==> src/see_pkg.sv <==
package see_pkg;

  // Device address byte layout
  localparam logic [3:0] SEE_CODE_MAIN   = 4'ha;
  localparam logic [3:0] SEE_CODE_SPEC   = 4'hb;
  localparam int         SEE_CODE_HI     = 7;
  localparam int         SEE_CODE_LO     = 4;
  localparam int         SEE_CS_HI       = 3;
  localparam int         SEE_CS_LO       = 1;
  localparam int         SEE_RW_BIT      = 0;

  // Framing counts
  localparam logic [3:0] SEE_DATA_BITS   = 4'h8;
  localparam logic [3:0] SEE_ACK_CLOCK   = 4'h9;
  localparam logic [3:0] SEE_CNT_ZERO    = 4'h0;

  // Word address layout
  localparam int         SEE_ADDR_W      = 15;
  localparam int         SEE_PAGE_OFS_W  = 6;
  localparam int         SEE_SEL_HI      = 10;
  localparam int         SEE_SEL_LO      = 9;
  localparam int         SEE_SEC_OFS_W   = 6;
  localparam int         SEE_UID_OFS_W   = 4;
  localparam logic [1:0] SEE_SEL_SEC     = 2'h0;
  localparam logic [1:0] SEE_SEL_UID     = 2'h1;
  localparam logic [1:0] SEE_SEL_LOCK    = 2'h2;
  localparam logic [15:0] SEE_ADDR_RST   = 16'h0000;

  // Output hold after clock fall, in ns, and its cycle count at 200 MHz
  localparam int         SEE_CLK_MHZ     = 200;
  localparam int         SEE_TX_HOLD_NS  = 100;
  localparam int         SEE_HOLD_CYC    = (SEE_TX_HOLD_NS * SEE_CLK_MHZ + 999) / 1000;
  localparam logic [4:0] SEE_HOLD_LOAD   = 5'(SEE_HOLD_CYC);
  localparam logic [4:0] SEE_HOLD_LAST   = 5'h01;
  localparam logic [4:0] SEE_HOLD_IDLE   = 5'h00;

  // Selected storage area
  typedef enum logic [1:0] {
    SEE_AREA_MAIN = 2'h0,
    SEE_AREA_SEC  = 2'h1,
    SEE_AREA_UID  = 2'h2,
    SEE_AREA_LOCK = 2'h3
  } see_area_type;

  // Bus state machine, Gray coded along the usual path
  typedef enum logic [2:0] {
    SEE_ST_STANDBY = 3'h0,
    SEE_ST_DEV     = 3'h1,
    SEE_ST_ADR_HI  = 3'h3,
    SEE_ST_ADR_LO  = 3'h2,
    SEE_ST_WR_DATA = 3'h6,
    SEE_ST_RD_DATA = 3'h7,
    SEE_ST_IGNORE  = 3'h5
  } see_state_type;

  // Buffered write word: area, address, data
  localparam int         SEE_WORD_W      = 2 + SEE_ADDR_W + 8;

endpackage

==> src/see_eeprom_client.sv <==
`timescale 1ns/1ps
// What this block does
// - Data may change only while the clock is low, and a change while it is high is a start or stop.
// - A falling data line while the clock is high is a start, and the host starts every command so.
// - A rising data line while the clock is high is a stop, which ends every sequence.
// - A stop that ends a read sends the device to standby.
// - Words are eight bits; each received word but a refused address or a data word meeting a full buffer is acknowledged by pulling data low on the ninth clock.
// - The device is in standby after reset and after a stop once all internal work is done.
// - The main array is 512 pages of 64 bytes, chosen by the memory device-type code.
// - Security sector access needs word address bits 10:9 at 00, with bits 5:0 picking the byte.
// - Unique-ID access needs word address bits 10:9 at 01, with bits 3:0 picking the byte.
// - A byte, page or security-sector write or a sector lock starts an internal write cycle.
// - When sending, the data output changes only a fixed hold time after the clock falls.
// - The address byte carries 1010 for the array or 1011 for special areas, chip selects, then read bit.
// - While a write cycle runs, inputs are ignored and no acknowledge is given.
// - A non-matching address gets no acknowledge and the device waits in standby for the next start.
module see_eeprom_client import see_pkg::*; (
  input  wire logic                  ref_clk_i,
  input  wire logic                  sys_rst_i,
  input  wire logic                  scl_i,
  input  wire logic                  sda_i,
  output logic                       sda_o,
  output logic                       sda_oe_o,
  input  wire logic                  chip_select_bit2_i,
  input  wire logic                  chip_select_bit1_i,
  input  wire logic                  chip_select_bit0_i,
  input  wire logic                  wr_busy_i,
  output logic                       wcyc_start_o,
  output logic                       standby_o,
  output logic [SEE_ADDR_W-1:0]      word_addr_o,
  output see_area_type               area_o,
  output logic                       wr_valid_o,
  input  wire logic                  wr_ready_i,
  output logic [7:0]                 wr_data_o,
  output logic [SEE_ADDR_W-1:0]      wr_addr_o,
  output see_area_type               wr_area_o,
  output logic                       rd_ready_o,
  input  wire logic                  rd_valid_i,
  input  wire logic [7:0]            rd_data_i
);

  logic [4:0]           pins_s;
  logic                 scl_s;
  logic                 sda_s;
  logic [2:0]           cs_s;
  logic                 scl_d_r;
  logic                 sda_d_r;
  logic                 scl_rise;
  logic                 scl_fall;
  logic                 start_det;
  logic                 stop_det;
  see_state_type        state_r;
  see_state_type        state_nxt;
  logic [3:0]           bit_cnt_r;
  logic [3:0]           cnt_after_fall;
  logic [7:0]           rx_shift_r;
  logic [7:0]           tx_shift_r;
  logic                 tx_need_r;
  logic [15:0]          addr_r;
  logic                 spec_r;
  logic                 wr_any_r;
  logic                 rx_state;
  logic                 byte_done;
  logic                 dev_match;
  logic                 ack_ok;
  logic                 drv_low_nxt;
  logic                 drv_pend_r;
  logic [4:0]           hold_cnt_r;
  logic                 sda_oe_r;
  logic                 wcyc_start_r;
  logic                 standby_r;
  logic [SEE_ADDR_W-1:0] word_addr_r;
  see_area_type         area_r;
  see_area_type         area_c;
  logic [SEE_ADDR_W-1:0] addr_c;
  logic                 host_ack_rise;
  logic                 buf_in_ready;
  logic                 buf_push;
  logic                 rd_take;
  logic [SEE_WORD_W-1:0] buf_out;

  // Pins cross into the clock domain through two flops
  see_sync #(
    .WIDTH (5)
  ) u_sync (
    .ref_clk_i (ref_clk_i),
    .sys_rst_i (sys_rst_i),
    .async_i   ({chip_select_bit2_i, chip_select_bit1_i, chip_select_bit0_i, sda_i, scl_i}),
    .sync_o    (pins_s)
  );

  assign scl_s = pins_s[0];
  assign sda_s = pins_s[1];
  assign cs_s  = pins_s[4:2];

  // Previous synchronised levels for edge detection
  always_ff @(posedge ref_clk_i) begin
    if (sys_rst_i) begin
      scl_d_r <= 1'b1;
      sda_d_r <= 1'b1;
    end else begin
      scl_d_r <= scl_s;
      sda_d_r <= sda_s;
    end
  end

  // Clock edges and data changes while the clock is high
  assign scl_rise  = scl_s & ~scl_d_r;
  assign scl_fall  = ~scl_s & scl_d_r;
  assign start_det = scl_s & scl_d_r & sda_d_r & ~sda_s;
  assign stop_det  = scl_s & scl_d_r & ~sda_d_r & sda_s;

  // Receiving states and end of a received word
  assign rx_state  = (state_r == SEE_ST_DEV) || (state_r == SEE_ST_ADR_HI) ||
                     (state_r == SEE_ST_ADR_LO) || (state_r == SEE_ST_WR_DATA);
  assign byte_done = scl_fall & rx_state & (bit_cnt_r == SEE_DATA_BITS);
  assign cnt_after_fall = (bit_cnt_r == SEE_ACK_CLOCK) ? SEE_CNT_ZERO : bit_cnt_r;
  assign host_ack_rise  = scl_rise & (state_r == SEE_ST_RD_DATA) &
                          (bit_cnt_r == SEE_DATA_BITS) & !sda_oe_r;  // Not our own address ack

  // Device code, chip selects and idle write engine must all agree
  assign dev_match = ((rx_shift_r[SEE_CODE_HI:SEE_CODE_LO] == SEE_CODE_MAIN) ||
                      (rx_shift_r[SEE_CODE_HI:SEE_CODE_LO] == SEE_CODE_SPEC)) &&
                     (rx_shift_r[SEE_CS_HI:SEE_CS_LO] == cs_s) && !wr_busy_i;

  // Acknowledge decision for the word just received
  always_comb begin
    ack_ok = 1'b0;
    unique case (state_r)
      SEE_ST_DEV:     ack_ok = dev_match;
      SEE_ST_ADR_HI:  ack_ok = 1'b1;
      SEE_ST_ADR_LO:  ack_ok = 1'b1;
      SEE_ST_WR_DATA: ack_ok = buf_in_ready;  // Full buffer refuses the word
      default:        ack_ok = 1'b0;
    endcase
  end

  // Next state at each word boundary
  always_comb begin
    state_nxt = state_r;
    if (byte_done) begin
      unique case (state_r)
        SEE_ST_DEV: begin
          if (!dev_match) begin
            state_nxt = SEE_ST_IGNORE;
          end else if (rx_shift_r[SEE_RW_BIT]) begin
            state_nxt = SEE_ST_RD_DATA;
          end else begin
            state_nxt = SEE_ST_ADR_HI;
          end
        end
        SEE_ST_ADR_HI:  state_nxt = SEE_ST_ADR_LO;
        SEE_ST_ADR_LO:  state_nxt = SEE_ST_WR_DATA;
        default:        state_nxt = state_r;
      endcase
    end else if (host_ack_rise && sda_s) begin
      state_nxt = SEE_ST_IGNORE;  // Host ends the read with no acknowledge
    end
  end

  // Bus state: stop beats start beats bit traffic
  always_ff @(posedge ref_clk_i) begin
    if (sys_rst_i) begin
      state_r <= SEE_ST_STANDBY;
    end else if (stop_det) begin
      state_r <= SEE_ST_STANDBY;
    end else if (start_det) begin
      state_r <= SEE_ST_DEV;
    end else begin
      state_r <= state_nxt;
    end
  end

  // Clock count within a nine-clock frame
  always_ff @(posedge ref_clk_i) begin
    if (sys_rst_i || start_det || stop_det) begin
      bit_cnt_r <= SEE_CNT_ZERO;
    end else if (scl_rise && (rx_state || state_r == SEE_ST_RD_DATA) &&
                 bit_cnt_r != SEE_ACK_CLOCK) begin
      bit_cnt_r <= 4'(bit_cnt_r + 4'h1);
    end else if (scl_fall) begin
      bit_cnt_r <= cnt_after_fall;
    end
  end

  // Data sampled on rising clock, msb first
  always_ff @(posedge ref_clk_i) begin
    if (sys_rst_i) begin
      rx_shift_r <= 8'h00;
    end else if (scl_rise && rx_state && bit_cnt_r < SEE_DATA_BITS) begin
      rx_shift_r <= {rx_shift_r[6:0], sda_s};
    end
  end

  // Device-code type and word address
  always_ff @(posedge ref_clk_i) begin
    if (sys_rst_i) begin
      spec_r <= 1'b0;
      addr_r <= SEE_ADDR_RST;
    end else if (byte_done && state_r == SEE_ST_DEV && dev_match) begin
      spec_r <= (rx_shift_r[SEE_CODE_HI:SEE_CODE_LO] == SEE_CODE_SPEC);
    end else if (byte_done && state_r == SEE_ST_ADR_HI) begin
      addr_r[15:8] <= rx_shift_r;
    end else if (byte_done && state_r == SEE_ST_ADR_LO) begin
      addr_r[7:0] <= rx_shift_r;
    end else if (buf_push) begin
      // Writes wrap inside the page
      addr_r[SEE_PAGE_OFS_W-1:0] <= SEE_PAGE_OFS_W'(addr_r[SEE_PAGE_OFS_W-1:0] + 1'b1);
    end else if (rd_take) begin
      addr_r[SEE_ADDR_W-1:0] <= SEE_ADDR_W'(addr_r[SEE_ADDR_W-1:0] + 1'b1);
    end
  end

  // Area select and masked byte address
  always_comb begin
    area_c = SEE_AREA_MAIN;
    addr_c = addr_r[SEE_ADDR_W-1:0];
    if (spec_r) begin
      unique case (addr_r[SEE_SEL_HI:SEE_SEL_LO])
        SEE_SEL_SEC: begin
          area_c = SEE_AREA_SEC;
          addr_c = SEE_ADDR_W'(addr_r[SEE_SEC_OFS_W-1:0]);
        end
        SEE_SEL_UID: begin
          area_c = SEE_AREA_UID;
          addr_c = SEE_ADDR_W'(addr_r[SEE_UID_OFS_W-1:0]);
        end
        SEE_SEL_LOCK: begin
          area_c = SEE_AREA_LOCK;
          addr_c = '0;
        end
        default: begin
          area_c = SEE_AREA_LOCK;
          addr_c = '0;
        end
      endcase
    end
  end

  // Registered address outputs
  always_ff @(posedge ref_clk_i) begin
    if (sys_rst_i) begin
      word_addr_r <= '0;
      area_r      <= SEE_AREA_MAIN;
    end else begin
      word_addr_r <= addr_c;
      area_r      <= area_c;
    end
  end

  // Received data words go to the write buffer
  assign buf_push = byte_done && (state_r == SEE_ST_WR_DATA) && buf_in_ready;

  see_buf2 #(
    .WIDTH (SEE_WORD_W)
  ) u_buf (
    .ref_clk_i   (ref_clk_i),
    .sys_rst_i   (sys_rst_i),
    .in_valid_i  (buf_push),
    .in_ready_o  (buf_in_ready),
    .in_data_i   ({area_c, addr_c, rx_shift_r}),
    .out_valid_o (wr_valid_o),
    .out_ready_i (wr_ready_i),
    .out_data_o  (buf_out)
  );

  assign wr_data_o = buf_out[7:0];
  assign wr_addr_o = buf_out[SEE_ADDR_W+7:8];
  assign wr_area_o = see_area_type'(buf_out[SEE_WORD_W-1:SEE_ADDR_W+8]);

  // Write sequence bookkeeping and write cycle launch at stop
  always_ff @(posedge ref_clk_i) begin
    if (sys_rst_i) begin
      wr_any_r     <= 1'b0;
      wcyc_start_r <= 1'b0;
    end else begin
      wcyc_start_r <= stop_det && wr_any_r && (state_r == SEE_ST_WR_DATA) &&
                      (bit_cnt_r <= 4'(SEE_CNT_ZERO + 4'h1));
      if (stop_det || start_det) begin
        wr_any_r <= 1'b0;
      end else if (buf_push) begin
        wr_any_r <= 1'b1;
      end
    end
  end

  // Transmit word fetch: request after address or host acknowledge
  assign rd_take = rd_valid_i & tx_need_r;
  always_ff @(posedge ref_clk_i) begin
    if (sys_rst_i) begin
      tx_need_r  <= 1'b0;
      tx_shift_r <= 8'hff;
    end else if (start_det || stop_det) begin
      tx_need_r <= 1'b0;
    end else if (rd_take) begin
      tx_shift_r <= rd_data_i;
      tx_need_r  <= 1'b0;
    end else if (byte_done && state_r == SEE_ST_DEV && dev_match &&
                 rx_shift_r[SEE_RW_BIT]) begin
      tx_need_r <= 1'b1;
    end else if (host_ack_rise && !sda_s) begin
      tx_need_r <= 1'b1;
    end
  end

  // Level to drive after the coming clock fall
  always_comb begin
    drv_low_nxt = 1'b0;
    if (state_r == SEE_ST_RD_DATA && cnt_after_fall < SEE_DATA_BITS && !tx_need_r) begin
      drv_low_nxt = ~tx_shift_r[3'(4'h7 - cnt_after_fall)];
    end else if (byte_done) begin
      drv_low_nxt = ack_ok;
    end
  end

  // Data output changes a hold time after the clock falls
  always_ff @(posedge ref_clk_i) begin
    if (sys_rst_i || start_det || stop_det) begin
      hold_cnt_r <= SEE_HOLD_IDLE;
      drv_pend_r <= 1'b0;
      sda_oe_r   <= 1'b0;
    end else if (scl_fall) begin
      hold_cnt_r <= SEE_HOLD_LOAD;
      drv_pend_r <= drv_low_nxt;
    end else if (hold_cnt_r == SEE_HOLD_LAST) begin
      hold_cnt_r <= SEE_HOLD_IDLE;
      sda_oe_r   <= drv_pend_r;
    end else if (hold_cnt_r != SEE_HOLD_IDLE) begin
      hold_cnt_r <= 5'(hold_cnt_r - 5'h01);
    end
  end

  // Standby when idle and no write cycle running
  always_ff @(posedge ref_clk_i) begin
    if (sys_rst_i) begin
      standby_r <= 1'b1;
    end else begin
      standby_r <= ((state_r == SEE_ST_STANDBY) || (state_r == SEE_ST_IGNORE)) &&
                   !wr_busy_i;
    end
  end

  assign sda_o        = 1'b0;  // Open drain: only ever pulls low
  assign sda_oe_o     = sda_oe_r;
  assign wcyc_start_o = wcyc_start_r;
  assign standby_o    = standby_r;
  assign word_addr_o  = word_addr_r;
  assign area_o       = area_r;
  assign rd_ready_o   = tx_need_r;

endmodule

==> src/see_sync.sv <==
`timescale 1ns/1ps
module see_sync #(
  parameter int WIDTH = 1
) (
  input  wire logic             ref_clk_i,
  input  wire logic             sys_rst_i,
  input  wire logic [WIDTH-1:0] async_i,
  output logic      [WIDTH-1:0] sync_o
);

  logic [WIDTH-1:0] meta_r;
  logic [WIDTH-1:0] sync_r;

  // Two flops per bit; idle bus level is high
  always_ff @(posedge ref_clk_i) begin
    if (sys_rst_i) begin
      meta_r <= '1;
      sync_r <= '1;
    end else begin
      meta_r <= async_i;
      sync_r <= meta_r;
    end
  end

  assign sync_o = sync_r;

endmodule

==> src/see_buf2.sv <==
`timescale 1ns/1ps
module see_buf2 #(
  parameter int WIDTH = 8
) (
  input  wire logic             ref_clk_i,
  input  wire logic             sys_rst_i,
  input  wire logic             in_valid_i,
  output logic                  in_ready_o,
  input  wire logic [WIDTH-1:0] in_data_i,
  output logic                  out_valid_o,
  input  wire logic             out_ready_i,
  output logic      [WIDTH-1:0] out_data_o
);

  logic [WIDTH-1:0] mem_r [2];
  logic             wr_ptr_r;
  logic             rd_ptr_r;
  logic [1:0]       count_r;
  logic             push;
  logic             pop;

  assign in_ready_o  = (count_r != 2'h2);
  assign out_valid_o = (count_r != 2'h0);
  assign push        = in_valid_i & in_ready_o;
  assign pop         = out_valid_o & out_ready_i;
  assign out_data_o  = mem_r[rd_ptr_r];

  // Storage, written by index
  always_ff @(posedge ref_clk_i) begin
    if (push) begin
      mem_r[wr_ptr_r] <= in_data_i;
    end
  end

  // Pointers and fill level
  always_ff @(posedge ref_clk_i) begin
    if (sys_rst_i) begin
      wr_ptr_r <= 1'b0;
      rd_ptr_r <= 1'b0;
      count_r  <= 2'h0;
    end else begin
      if (push) begin
        wr_ptr_r <= ~wr_ptr_r;
      end
      if (pop) begin
        rd_ptr_r <= ~rd_ptr_r;
      end
      count_r <= 2'(count_r + {1'b0, push} - {1'b0, pop});
    end
  end

endmodule

==> config.mk <==
export PLATFORM = sky130hd
export DESIGN_NAME = see_eeprom_client
export DESIGN_NICKNAME = d
export VERILOG_FILES = /design/src/see_pkg.sv /design/src/see_eeprom_client.sv /design/src/see_sync.sv /design/src/see_buf2.sv
export SDC_FILE = /design/constraint.sdc
export NUM_CORES = 1
export LEC_CHECK = 0
export BUFFER_PORTS_ARGS = -buffer_cell sky130_fd_sc_hd__buf_2
export CAP_MARGIN = 20
export CORE_UTILIZATION = 57
export CTS_CLUSTER_SIZE = 12
export DETAILED_ROUTE_END_ITERATION = 16
export GPL_ROUTABILITY_DRIVEN = 0
export PLACE_DENSITY = 0.78
export SYNTH_ARGS = -nofsm -noshare
export SYNTH_HDL_FRONTEND = slang
export SYNTH_HIERARCHICAL = 1
export SYNTH_SLANG_ARGS = --single-unit
==> constraint.sdc <==
create_clock -name ref_clk_i -period 5 [get_ports ref_clk_i]
set_input_delay 0.5 -clock ref_clk_i [delete_from_list [all_inputs] [get_ports ref_clk_i]]
set_output_delay 0.5 -clock ref_clk_i [all_outputs]
set_load 0.1 [all_outputs]
* Yosys cells after proc, flatten, opt, wreduce, memory -nomap -nowiden
Memory sizes are Yosys's and may differ from the RTL's. A register that Yosys moved wholly into a read port is not among the register bits.
Index checks and enable logic that the tools add are counted.
** Storage, ports and cells
- Flip-flop bits (word level) :: 83
- Latch bits :: 0
- Memory bits (writable) :: 50
- Memory bits (read-only) :: 0
- Input bits :: 18
- Memories :: 1
** Memory list
- u_buf.mem_r :: words 2, bits a word 25, read ports 1, clocked after memory_dff 1, write ports 1, line see_buf2.sv:15 : logic [WIDTH-1:0] mem_r [2];
** Cells by class
- Add/subtract/negate cells :: 7
- Multiply operators :: 0
- Divide/modulo/power cells :: 0
- $lt $le $gt $ge :: 4
- Eq/ne operators :: 20
- Shifts and indexed selects :: 0
- Mux-type cells :: 33
- Bitwise gates (word level) :: 26
- Reductions and logical operators :: 59
** Operators with widths (number)
- 15-bit 2-to-1 mux :: 2
- 1-bit logical AND :: 21
- 4-bit equality test (second input constant) :: 4
- 15-bit by 1-bit adder with 15-bit output (second input constant) :: 1
- 1-bit AND :: 15
- 5-bit 2-to-1 mux :: 3
- 7-bit 2-to-1 mux :: 2
- 3-bit 2-to-1 mux :: 4
- 4-bit 2-to-1 mux :: 3
- 6-bit one-hot mux with 2 select lines :: 1
- 2-bit nonzero test :: 6
- 1-bit inverter :: 11
- 1-bit 2-to-1 mux :: 10
- 3-bit equality test (second input constant) :: 3
- 1-bit logical OR :: 9
- 9-bit 2-to-1 mux :: 1
- 3-bit one-hot mux with 3 select lines :: 1
- 3-bit nonzero test :: 3
- 3-bit OR reduction :: 3
- 4-bit < comparator (second input constant) :: 2
- 8-bit 2-to-1 mux :: 1
- 2-bit inequality test (second input constant) :: 4
- 2-bit AND reduction :: 4
- 4-bit AND reduction :: 2
- 27 further kinds :: 33

* Logic depth before layout (Yosys ltp)
Gate-level depths: netlist (run 1).
- Depth after elaboration :: 11
- Gate-level depth with buffers :: 12
- Gate-level depth less buffers :: 12

* Cells and area by module
Netlist (run 1), hierarchy kept.
** By module, submodules not included
- see_eeprom_client :: instances 1, cells an instance 401, area an instance 3420.8 um^2
- see_buf2 :: instances 1, cells an instance 102, area an instance 2129.5 um^2
- see_sync :: instances 1, cells an instance 20, area an instance 262.8 um^2

* Worst setup path after synthesis (run 1)
Ideal clock, no wire load.
- Path type :: reg-to-reg
- Start :: register bit_cnt_r[0]
- End :: memory u_buf/mem_r[0][0] (netlist bit) (enable)
- Arrival time :: 2420 ps
- Required time :: 4593 ps
- Path slack :: 2173 ps
- Cell stages (with the launch flop) :: 8
- Path buffers :: 0
- Clock period less this slack :: 2827 ps
- Cell sequence :: dfxtp_1 inv_1 ha_1 nand3b_1 nor2_1 and4_1 nand2_2 nor2_1
** Between the ends
- Word-level cells in the longest chain between the ends :: 7
** RTL lines
- start, declared :: line see_eeprom_client.sv:54 : logic [3:0] bit_cnt_r;
- start signal, assigned :: line see_eeprom_client.sv:180 : bit_cnt_r <= 4'(bit_cnt_r + 4'h1);
- start signal, assigned :: line see_eeprom_client.sv:182 : bit_cnt_r <= cnt_after_fall;
- 4-bit equality test :: line see_eeprom_client.sv:116 : assign byte_done = scl_fall & rx_state & (bit_cnt_r == SEE_DATA_BITS);
- 1-bit AND :: line see_eeprom_client.sv:116
- 1-bit logical AND (2 in series) :: line see_eeprom_client.sv:252 : assign buf_push = byte_done && (state_r == SEE_ST_WR_DATA) && buf_in_ready;
- net buf_push :: line see_eeprom_client.sv:78 : logic buf_push;
- 1-bit AND :: line see_buf2.sv:24 : assign push = in_valid_i & in_ready_o;
- 1-bit 2-to-1 mux :: line see_buf2.sv:30 : if (push) begin
- 1-bit 2-to-1 mux (implied by the code) :: line see_buf2.sv:31 : mem_r[wr_ptr_r] <= in_data_i;
- end, declared :: line see_buf2.sv:15
The timed path passes the listed nets, and every way through them passes these cells.

* Final worst setup path (run 1)
- Start :: register bit_cnt_r[0]
- End :: memory u_buf/mem_r[0][19] (netlist bit) (enable)
Same word-level chain as after synthesis.

==> metrics.md, run 1 <==
| Metric | Value |
|---|---|
| Avg Cell Area, Syn | `~11 um^2` |
| TritonCTS clock tree | `built` |
| Area of the mapped netlist | `0.00581 mm^2` |
| Minimum clock period | `about 3 ns` |
| Sw Share | `between 20 and 30%` |
| Hold_buf cts | `0` |
| Pre-antenna DRT Iters | `5` |
| Max Fclk | `approximately 330 MHz` |
| Register area share after synthesis | `a little over half` |
| Post-synth EDFFs | `50` |
| # Max-Cap Violations | `0` |
| Final core occ | `between 60% and 70%` |
| Max FO, Critical Path | `19` |
| First-pass GRT wire length | `roughly 19,000 um` |
| Layout cells sized above 1 | `a little over a fifth` |
| Unique masters post-synth | `64` |
| Clock H-tree levels | `4` |
| Ys async rst share | `0%` |
| Worst R2R Path Depth | `8` |
| Final hold violation count | `0` |
| # DRC | `0` |
| Post-DP HPWL | `7840 um` |
| Worst VDD drop | `~0.32 mV` |
| Port Buffers | `64` |
| Die area | `between 0.01 and 0.015 mm^2` |
| Via/cell ratio | `approximately 6` |
| Worst min-delay path class | `in -> reg` |
| Worst Skew | `0.00705 ns` |
| Number of CTS-inserted buffers | `17` |
| CORE AREA | `between 0.009 and 0.01 mm^2` |
| Largest net degree at the start of global routing | `between 40 and 50` |
| Die Wd | `about 100 um` |
| Postcts setup bufs | `0` |
| Cell area after layout | `0.00673 mm^2` |
| Slew margin rel. | `approximately a third` |
| WP data arrival | `approximately 3.2 ns` |
| Fillers | `around 730` |
| Worst-margin pin slew | `just over 1 ns` |
| Clk slew on worst S/H paths | `0.06 ns` |
| Clk buf depth | `2` |
| Slew Limit Fails | `0` |
| Clock root buffer | `clkbuf_8` |
| Kind of critical path | `reg -> reg` |
| Clk Latency, worst-skew pair | `around 0.52 ns` |
| Post-synth top cells | `dfxtp_1, edfxtp_1, nor2_1, nand2_1, and2_1` |
| Gr usage total | `a little under a quarter` |
| Clock share of power | `between 40% and 50%` |
| Clk sink count | `~130` |
| Dominant synthesized flop cell | `dfxtp_1` |
| Sequential group share of total power | `42.2%` |
| Mapped Nets | `549` |
| Die height | `around 100 um` |
| Area growth from synthesis to layout | `15.8%` |
| CP Data Required Time | `between 5 and 6 ns` |
| Internal power | `1.99 mW` |
| Initial Util | `between 50 and 60%` |
| Comb power frac | `between 15 and 20%` |
| Via count | `between 4,000 and 5,000` |
| Total Neg Setup Slack | `0 ns` |
| GR Overflow Total | `0` |
| Sw Pwr | `about 800 uW` |
| Antenna violations before repair | `0` |
| Cells after Synth | `around 520` |
| Tcrit/Tclk final | `60.3%` |
| Worst Hold Path Cells | `2` |
| Flops & latches, synth | `approximately 130` |
| Final antenna-violating net count | `0` |
| RSZ-0062 raised after global routing | `false` |
| Drt total wl | `~12,000 um` |
| Initial DRC count | `roughly 290` |
| WL/cell | `approximately 16 um` |
| Outcome | `complete, no violations` |
| Placed instance area | `0.00617 mm^2` |
| CP Capture Type | `flop` |
| Leak | `around 2.6 nW` |
| CP startpoint kind | `flop` |
| Count of endpoints failing setup in the final report | `0` |
| Diode count | `0` |
| Post-synth top area share | `slightly below 30%` |
| Row Count | `36` |
| Vias in the first global route | `3,971` |
| Most frequent cell after synthesis | `dfxtp_1` |
| P per Cell Area | `~420 mW/mm^2` |
| Ys Warns | `6` |
| Top Ports | `66` |
| Post-synth top area cell | `dfxtp_1` |
| Area contributors post-synth | `dfxtp_1, edfxtp_1, mux2_4, mux2i_1, nor2_1` |
| Nets | `a little over 600` |
| # resized after CTS | `0` |
==> power by group through the flow <==
| stage | clock, mW | combinational [mW] | sequential, mW |
|---|---|---|---|
| 2_1_floorplan | 0 | 0.431 | 1.20 |
| 3_3_place_gp | 0 | 0.476 | 1.20 |
| 3_5_place_dp | 0 | 0.482 | 1.20 |
| 4_1_cts | 1.14 | 0.485 | 1.18 |
| 5_1_grt | 1.19 | 0.515 | 1.18 |
| 6_report | 1.13 | 0.485 | 1.18 |
==> path summary, 6_finish.rpt <==
path                      startpoint                  to  slack, ns
setup / recovery        bit_cnt_r[0]  u_buf/mem_r[0][19]       1.99
hold / removal    chip_select_bit0_i    u_sync/meta_r[2]       0.15
setup reg to reg        bit_cnt_r[0]  u_buf/mem_r[0][19]       1.99
hold reg to reg     u_sync/meta_r[3]    u_sync/sync_o[3]       0.40
==> routing by layer <==
metal / vias to the layer above / part of all wire [%] / global-route usage [%]
met4: 0 / 3.1 / 12.2
met1: 2005 / 42 / 28.8
met5: - / 0 / 0
met3: 40 / 6.6 / 6.44
met2: 213 / 49 / 39.6
li1: 2014 / - / -
==> flip-flops by register name, indices dropped and copies added, names as in the netlist, named ones only <==
register / flops
word_addr_o: 15
u_buf/count_r: 2
addr_r: 15
state_r: 3
sda_oe_o: 1
tx_shift_r: 8
rx_shift_r: 8
drv_pend_r: 1
u_buf/rd_ptr_r: 1
rd_ready_o: 1
area_o: 2
wr_any_r: 1
wcyc_start_o: 1
sda_d_r: 1
hold_cnt_r: 5
u_sync/meta_r: 5
spec_r: 1
u_sync/sync_o: 5
u_buf/mem_r: 50
standby_o: 1
u_buf/wr_ptr_r: 1
bit_cnt_r: 4
scl_d_r: 1
==> cell usage in the layout, fill, tap and decap left out, types with 3 or more instances in the layout <==
cell       count
nand3b_1       4
nand3_1       13
dfxtp_1       84
nor4_1         3
or2_1         11
nand2b_1       3
a31oi_1        3
o41ai_1        4
nor3_1         8
xor2_1         3
and2_1        22
o311ai_1       5
buf_2         64
o21ai_1       12
and3_1         5
mux2_1         5
and4_1         3
or4_1          7
nor2_1        43
ha_1           8
nand2_1       40
clkinv_1       3
edfxtp_1      50
nor2b_1       17
o21ai_0        4
clkinv_2       7
o31ai_1        5
xnor2_1        9
or3_1          5
inv_1         11
clkbuf_16     16
a21oi_1       21
mux2_4        21
mux2i_1       19
nand4_1        9
a211oi_1       6
buf_4          3
==> final cells by class <==
class                      instances  area [um^2]  area share [%]
timing repair buffer              68          370            5.50
clock inverter                    13          114            1.69
sequential                       134         3180            47.3
multi-input combinational        351         2430            36.1
inverter                          12         45.0           0.669
tap                              133          166            2.47
clock buffer                      19          422            6.26
==> worst max-delay path: stages (launching register included) <==
cell and delay, ns:
dfxtp_1 0.36, inv_1 0.12, ha_1 0.25, nand3b_1 0.16, nor2_1 0.30, and4_1 0.31, nand2_2 0.10, nor2_2 0.78
buf_4 0.32
==> cell families (layout without fill, tap and decap cells) <==
group / after synthesis / after routing / synth area share, %
AND/OR/NAND/NOR: 206 / 206 / 18.9
XOR/XNOR: 12 / 12 / 1.81
adder cells (fa/ha/maj): 8 / 8 / 1.72
multiplexers: 47 / 47 / 10.4
AO/OA/AOI/OAI: 77 / 77 / 8.85
other: 1 / 1 / 0.0645
buffers and inverters: 38 / 112 / 3.44
flip-flops: 134 / 134 / 54.8
==> through the flow <==
stage                     total power [mW]  setup WS, ns  std cells  hold WS (ns)
final                                 2.80          1.99        730         0.153
after CTS                             2.81          1.93        729         0.144
after detailed placement              1.68          1.98        697         0.389
after global placement                1.68          2.03        697         0.387
after floorplan                       1.63          2.17        523         0.383
after global routing                  2.89          1.70        730         0.142
Power figures use the tool's default switching activity.
==> inputs of run 2 (changes only) <==
- CORE_UTILIZATION: 57 -> 52
- PLACE_DENSITY: 0.78 -> 0.75
- clock period: 5 -> 2.57 ns (I/O delays scaled with it)
==> run 2 against run 1 <==
Compared with the run above: sequential power up 94%; total power up 100%; core utilization down 4.1 points; sequential share of layout area down 2.0 points; flip-flop and latch count unchanged; fmax up 25%; count of clock-buffer cells in the layout up 4; routed wire length down 0.41%; largest cell class unchanged.
==> metrics.md, run 2 (same netlist as run 1, synthesis figures left out) <==
| Metric | Value |
|---|---|
| Total Power | `5.67 mW (was 2.80 mW)` |
| Flop2flop setup slack | `0.17 ns (was 1.99 ns)` |
| Postcts setup bufs | `0 (unchanged)` |
| Gr usage total | `22.5% (was 24.0%)` |
| Leak | `2.73 nW (was 2.59 nW)` |
| Non-Filler Instances | `759 (was 730)` |
| Total Neg Setup Slack | `0 ns (unchanged)` |
| Slew Limit Fails | `0 (unchanged)` |
| Max Fclk | `416 MHz (was 332 MHz)` |
| Worst min-delay path class | `in -> reg (unchanged)` |
| Row Count | `38 (was 36)` |
| Post-DP HPWL | `8050 um (was 7840 um)` |
| # Max-Cap Violations | `0 (unchanged)` |
| Outcome | `complete, no violations (unchanged)` |
| Via/cell ratio | `5.56 (was 5.85)` |
| Clk slew on worst S/H paths | `0.06 ns (about the same)` |
| Worst VDD drop | `0.439 mV (was 0.316 mV)` |
| CP startpoint kind | `flop (unchanged)` |
| Count of endpoints failing setup in the final report | `0 (unchanged)` |
| WL/cell | `15.7 um (was 16.3 um)` |
| WP data arrival | `2.80 ns (was 3.24 ns)` |
| Layout cells sized above 1 | `22.8% (was 21.4%)` |
| Largest net degree at the start of global routing | `46 (was 47)` |
| Clk buf depth | `2 (unchanged)` |
| Die area | `0.0116 mm^2 (was 0.0106 mm^2)` |
| Final hold violation count | `0 (unchanged)` |
| Most frequent cells in the layout | `dfxtp_1, buf_2, edfxtp_1, nor2_1, nand2_1 (unchanged)` |
| CP Capture Type | `flop (unchanged)` |
| Final worst slack | `0.168 ns (was 1.99 ns)` |
| Max reg flops | `50 (unchanged)` |
| Final hold slack | `0.0602 ns (was 0.153 ns)` |
| Clock root buffer | `clkbuf_8 (unchanged)` |
| GR Overflow Total | `0 (unchanged)` |
| RSZ-0062 raised after global routing | `false (unchanged)` |
| Initial Util | `53.4% (was 59.2%)` |
| Clock H-tree levels | `4 (unchanged)` |
| Clk sink count | `134 (unchanged)` |
| Cell area after layout | `0.00702 mm^2 (was 0.00673 mm^2)` |
| Number of CTS-inserted buffers | `17 (unchanged)` |
| Port Buffers | `64 (unchanged)` |
| Tcrit/Tclk final | `93.5% (was 60.3%)` |
| Via count | `4,222 (was 4,272)` |
| # DRC | `0 (unchanged)` |
| Pre-antenna DRT Iters | `5 (unchanged)` |
| P per Cell Area | `806 mW/mm^2 (was 415 mW/mm^2)` |
| Top Ports | `66 (unchanged)` |
| Max FO, Critical Path | `6 (was 19)` |
| Dpl ws | `0.201 ns (was 1.98 ns)` |
| Die Wd | `108 um (was 103 um)` |
| Worst Skew | `0.00564 ns (was 0.00705 ns)` |
| CORE AREA | `0.0109 mm^2 (was 0.00982 mm^2)` |
| Drt total wl | `11,900 um (about the same)` |
| Final antenna-violating net count | `0 (unchanged)` |
| Area growth from synthesis to layout | `20.8% (was 15.8%)` |
| TritonCTS clock tree | `built (unchanged)` |
| Worst-margin pin slew | `0.892 ns (was 1.03 ns)` |
| Nets | `632 (was 610)` |
| Die height | `108 um (was 103 um)` |
| Antenna violations before repair | `0 (unchanged)` |
| First-pass GRT wire length | `20,000 um (was 19,100 um)` |
| Clk Latency, worst-skew pair | `0.53 ns (was 0.52 ns)` |
| Placed instance area | `0.00630 mm^2 (was 0.00617 mm^2)` |
| Minimum clock period | `2.40 ns (was 3.01 ns)` |
| Final core occ | `64.5% (was 68.6%)` |
| Slew margin rel. | `40.2% (was 31.6%)` |
| Largest Register | `u_buf/mem_r (unchanged)` |
| Placed cell count | `714 (was 697)` |
| Commonest non-fill, non-tap cell in the layout | `dfxtp_1 (unchanged)` |
| Vias in the first global route | `4,171 (was 3,971)` |
| Kind of critical path | `reg -> reg (unchanged)` |
| Initial DRC count | `223 (was 285)` |
| Diode count | `0 (unchanged)` |
| CP Data Required Time | `2.97 ns (was 5.22 ns)` |
==> run 2: cell types whose count changed in the layout (fill, tap and decap cells not counted), sizes merged <==
cell	delta
clkbuf	+4
buf	+9
inv	+4
clkinv	-7
dlygate4sd3	+13
bufinv	-1
==> run 2: layer usage <==
metal  part of all wire, %  vias to the layer above  global-route usage (%)
li1                      -                     2057                       -
met4                   1.0                        0                    9.30
met2                    50                      151                    38.0
met3                   5.4                       11                    6.17
met5                     0                        -                       0
met1                    44                     2003                    27.0
==> run 2: final cells by class <==
type | instances | area [um^2]
timing repair buffer | 90 | 593
fill | 875 | 3860
sequential | 134 | 3180
multi-input combinational | 351 | 2430
clock buffer | 23 | 510
inverter | 12 | 45.0
tap | 140 | 175
clock inverter | 9 | 83.8
==> run 2: critical path, stage by stage, from the launching register on <==
cell	delay, ns
dfxtp_1	0.38
inv_1	0.13
ha_1	0.25
nand3b_1	0.15
nor2_1	0.14
and4_2	0.27
nand2_2	0.09
ha_1	0.28
inv_1	0.04
ha_1	0.17
xor2_1	0.18
xnor2_1	0.14
nor2_1	0.05
==> run 2: what timing repair did <==
action,4_1_cts,5_1_grt
setup endpoints to repair,0,1
resized for setup,0,1
endpoints found under the hold margin,13,0
hold buffers,13,0
==> run 2: report_power, final <==
group | internal (mW) | total [mW] | switching (mW)
clock network | 1.49 | 2.38 | 0.893
logic | 0.318 | 0.995 | 0.677
registers | 2.25 | 2.29 | 0.0451
total | 4.05 | 5.67 | 1.62
==> run 2: final timing paths <==
kind,startpoint,endpoint,depth (start not counted)
worst max-delay path,bit_cnt_r[0],u_buf/count_r[1],12
worst min-delay path,wr_busy_i,state_r[1],4
worst max register to register,bit_cnt_r[0],u_buf/count_r[1],12
worst min register to register,u_sync/meta_r[1],u_sync/sync_o[1],1
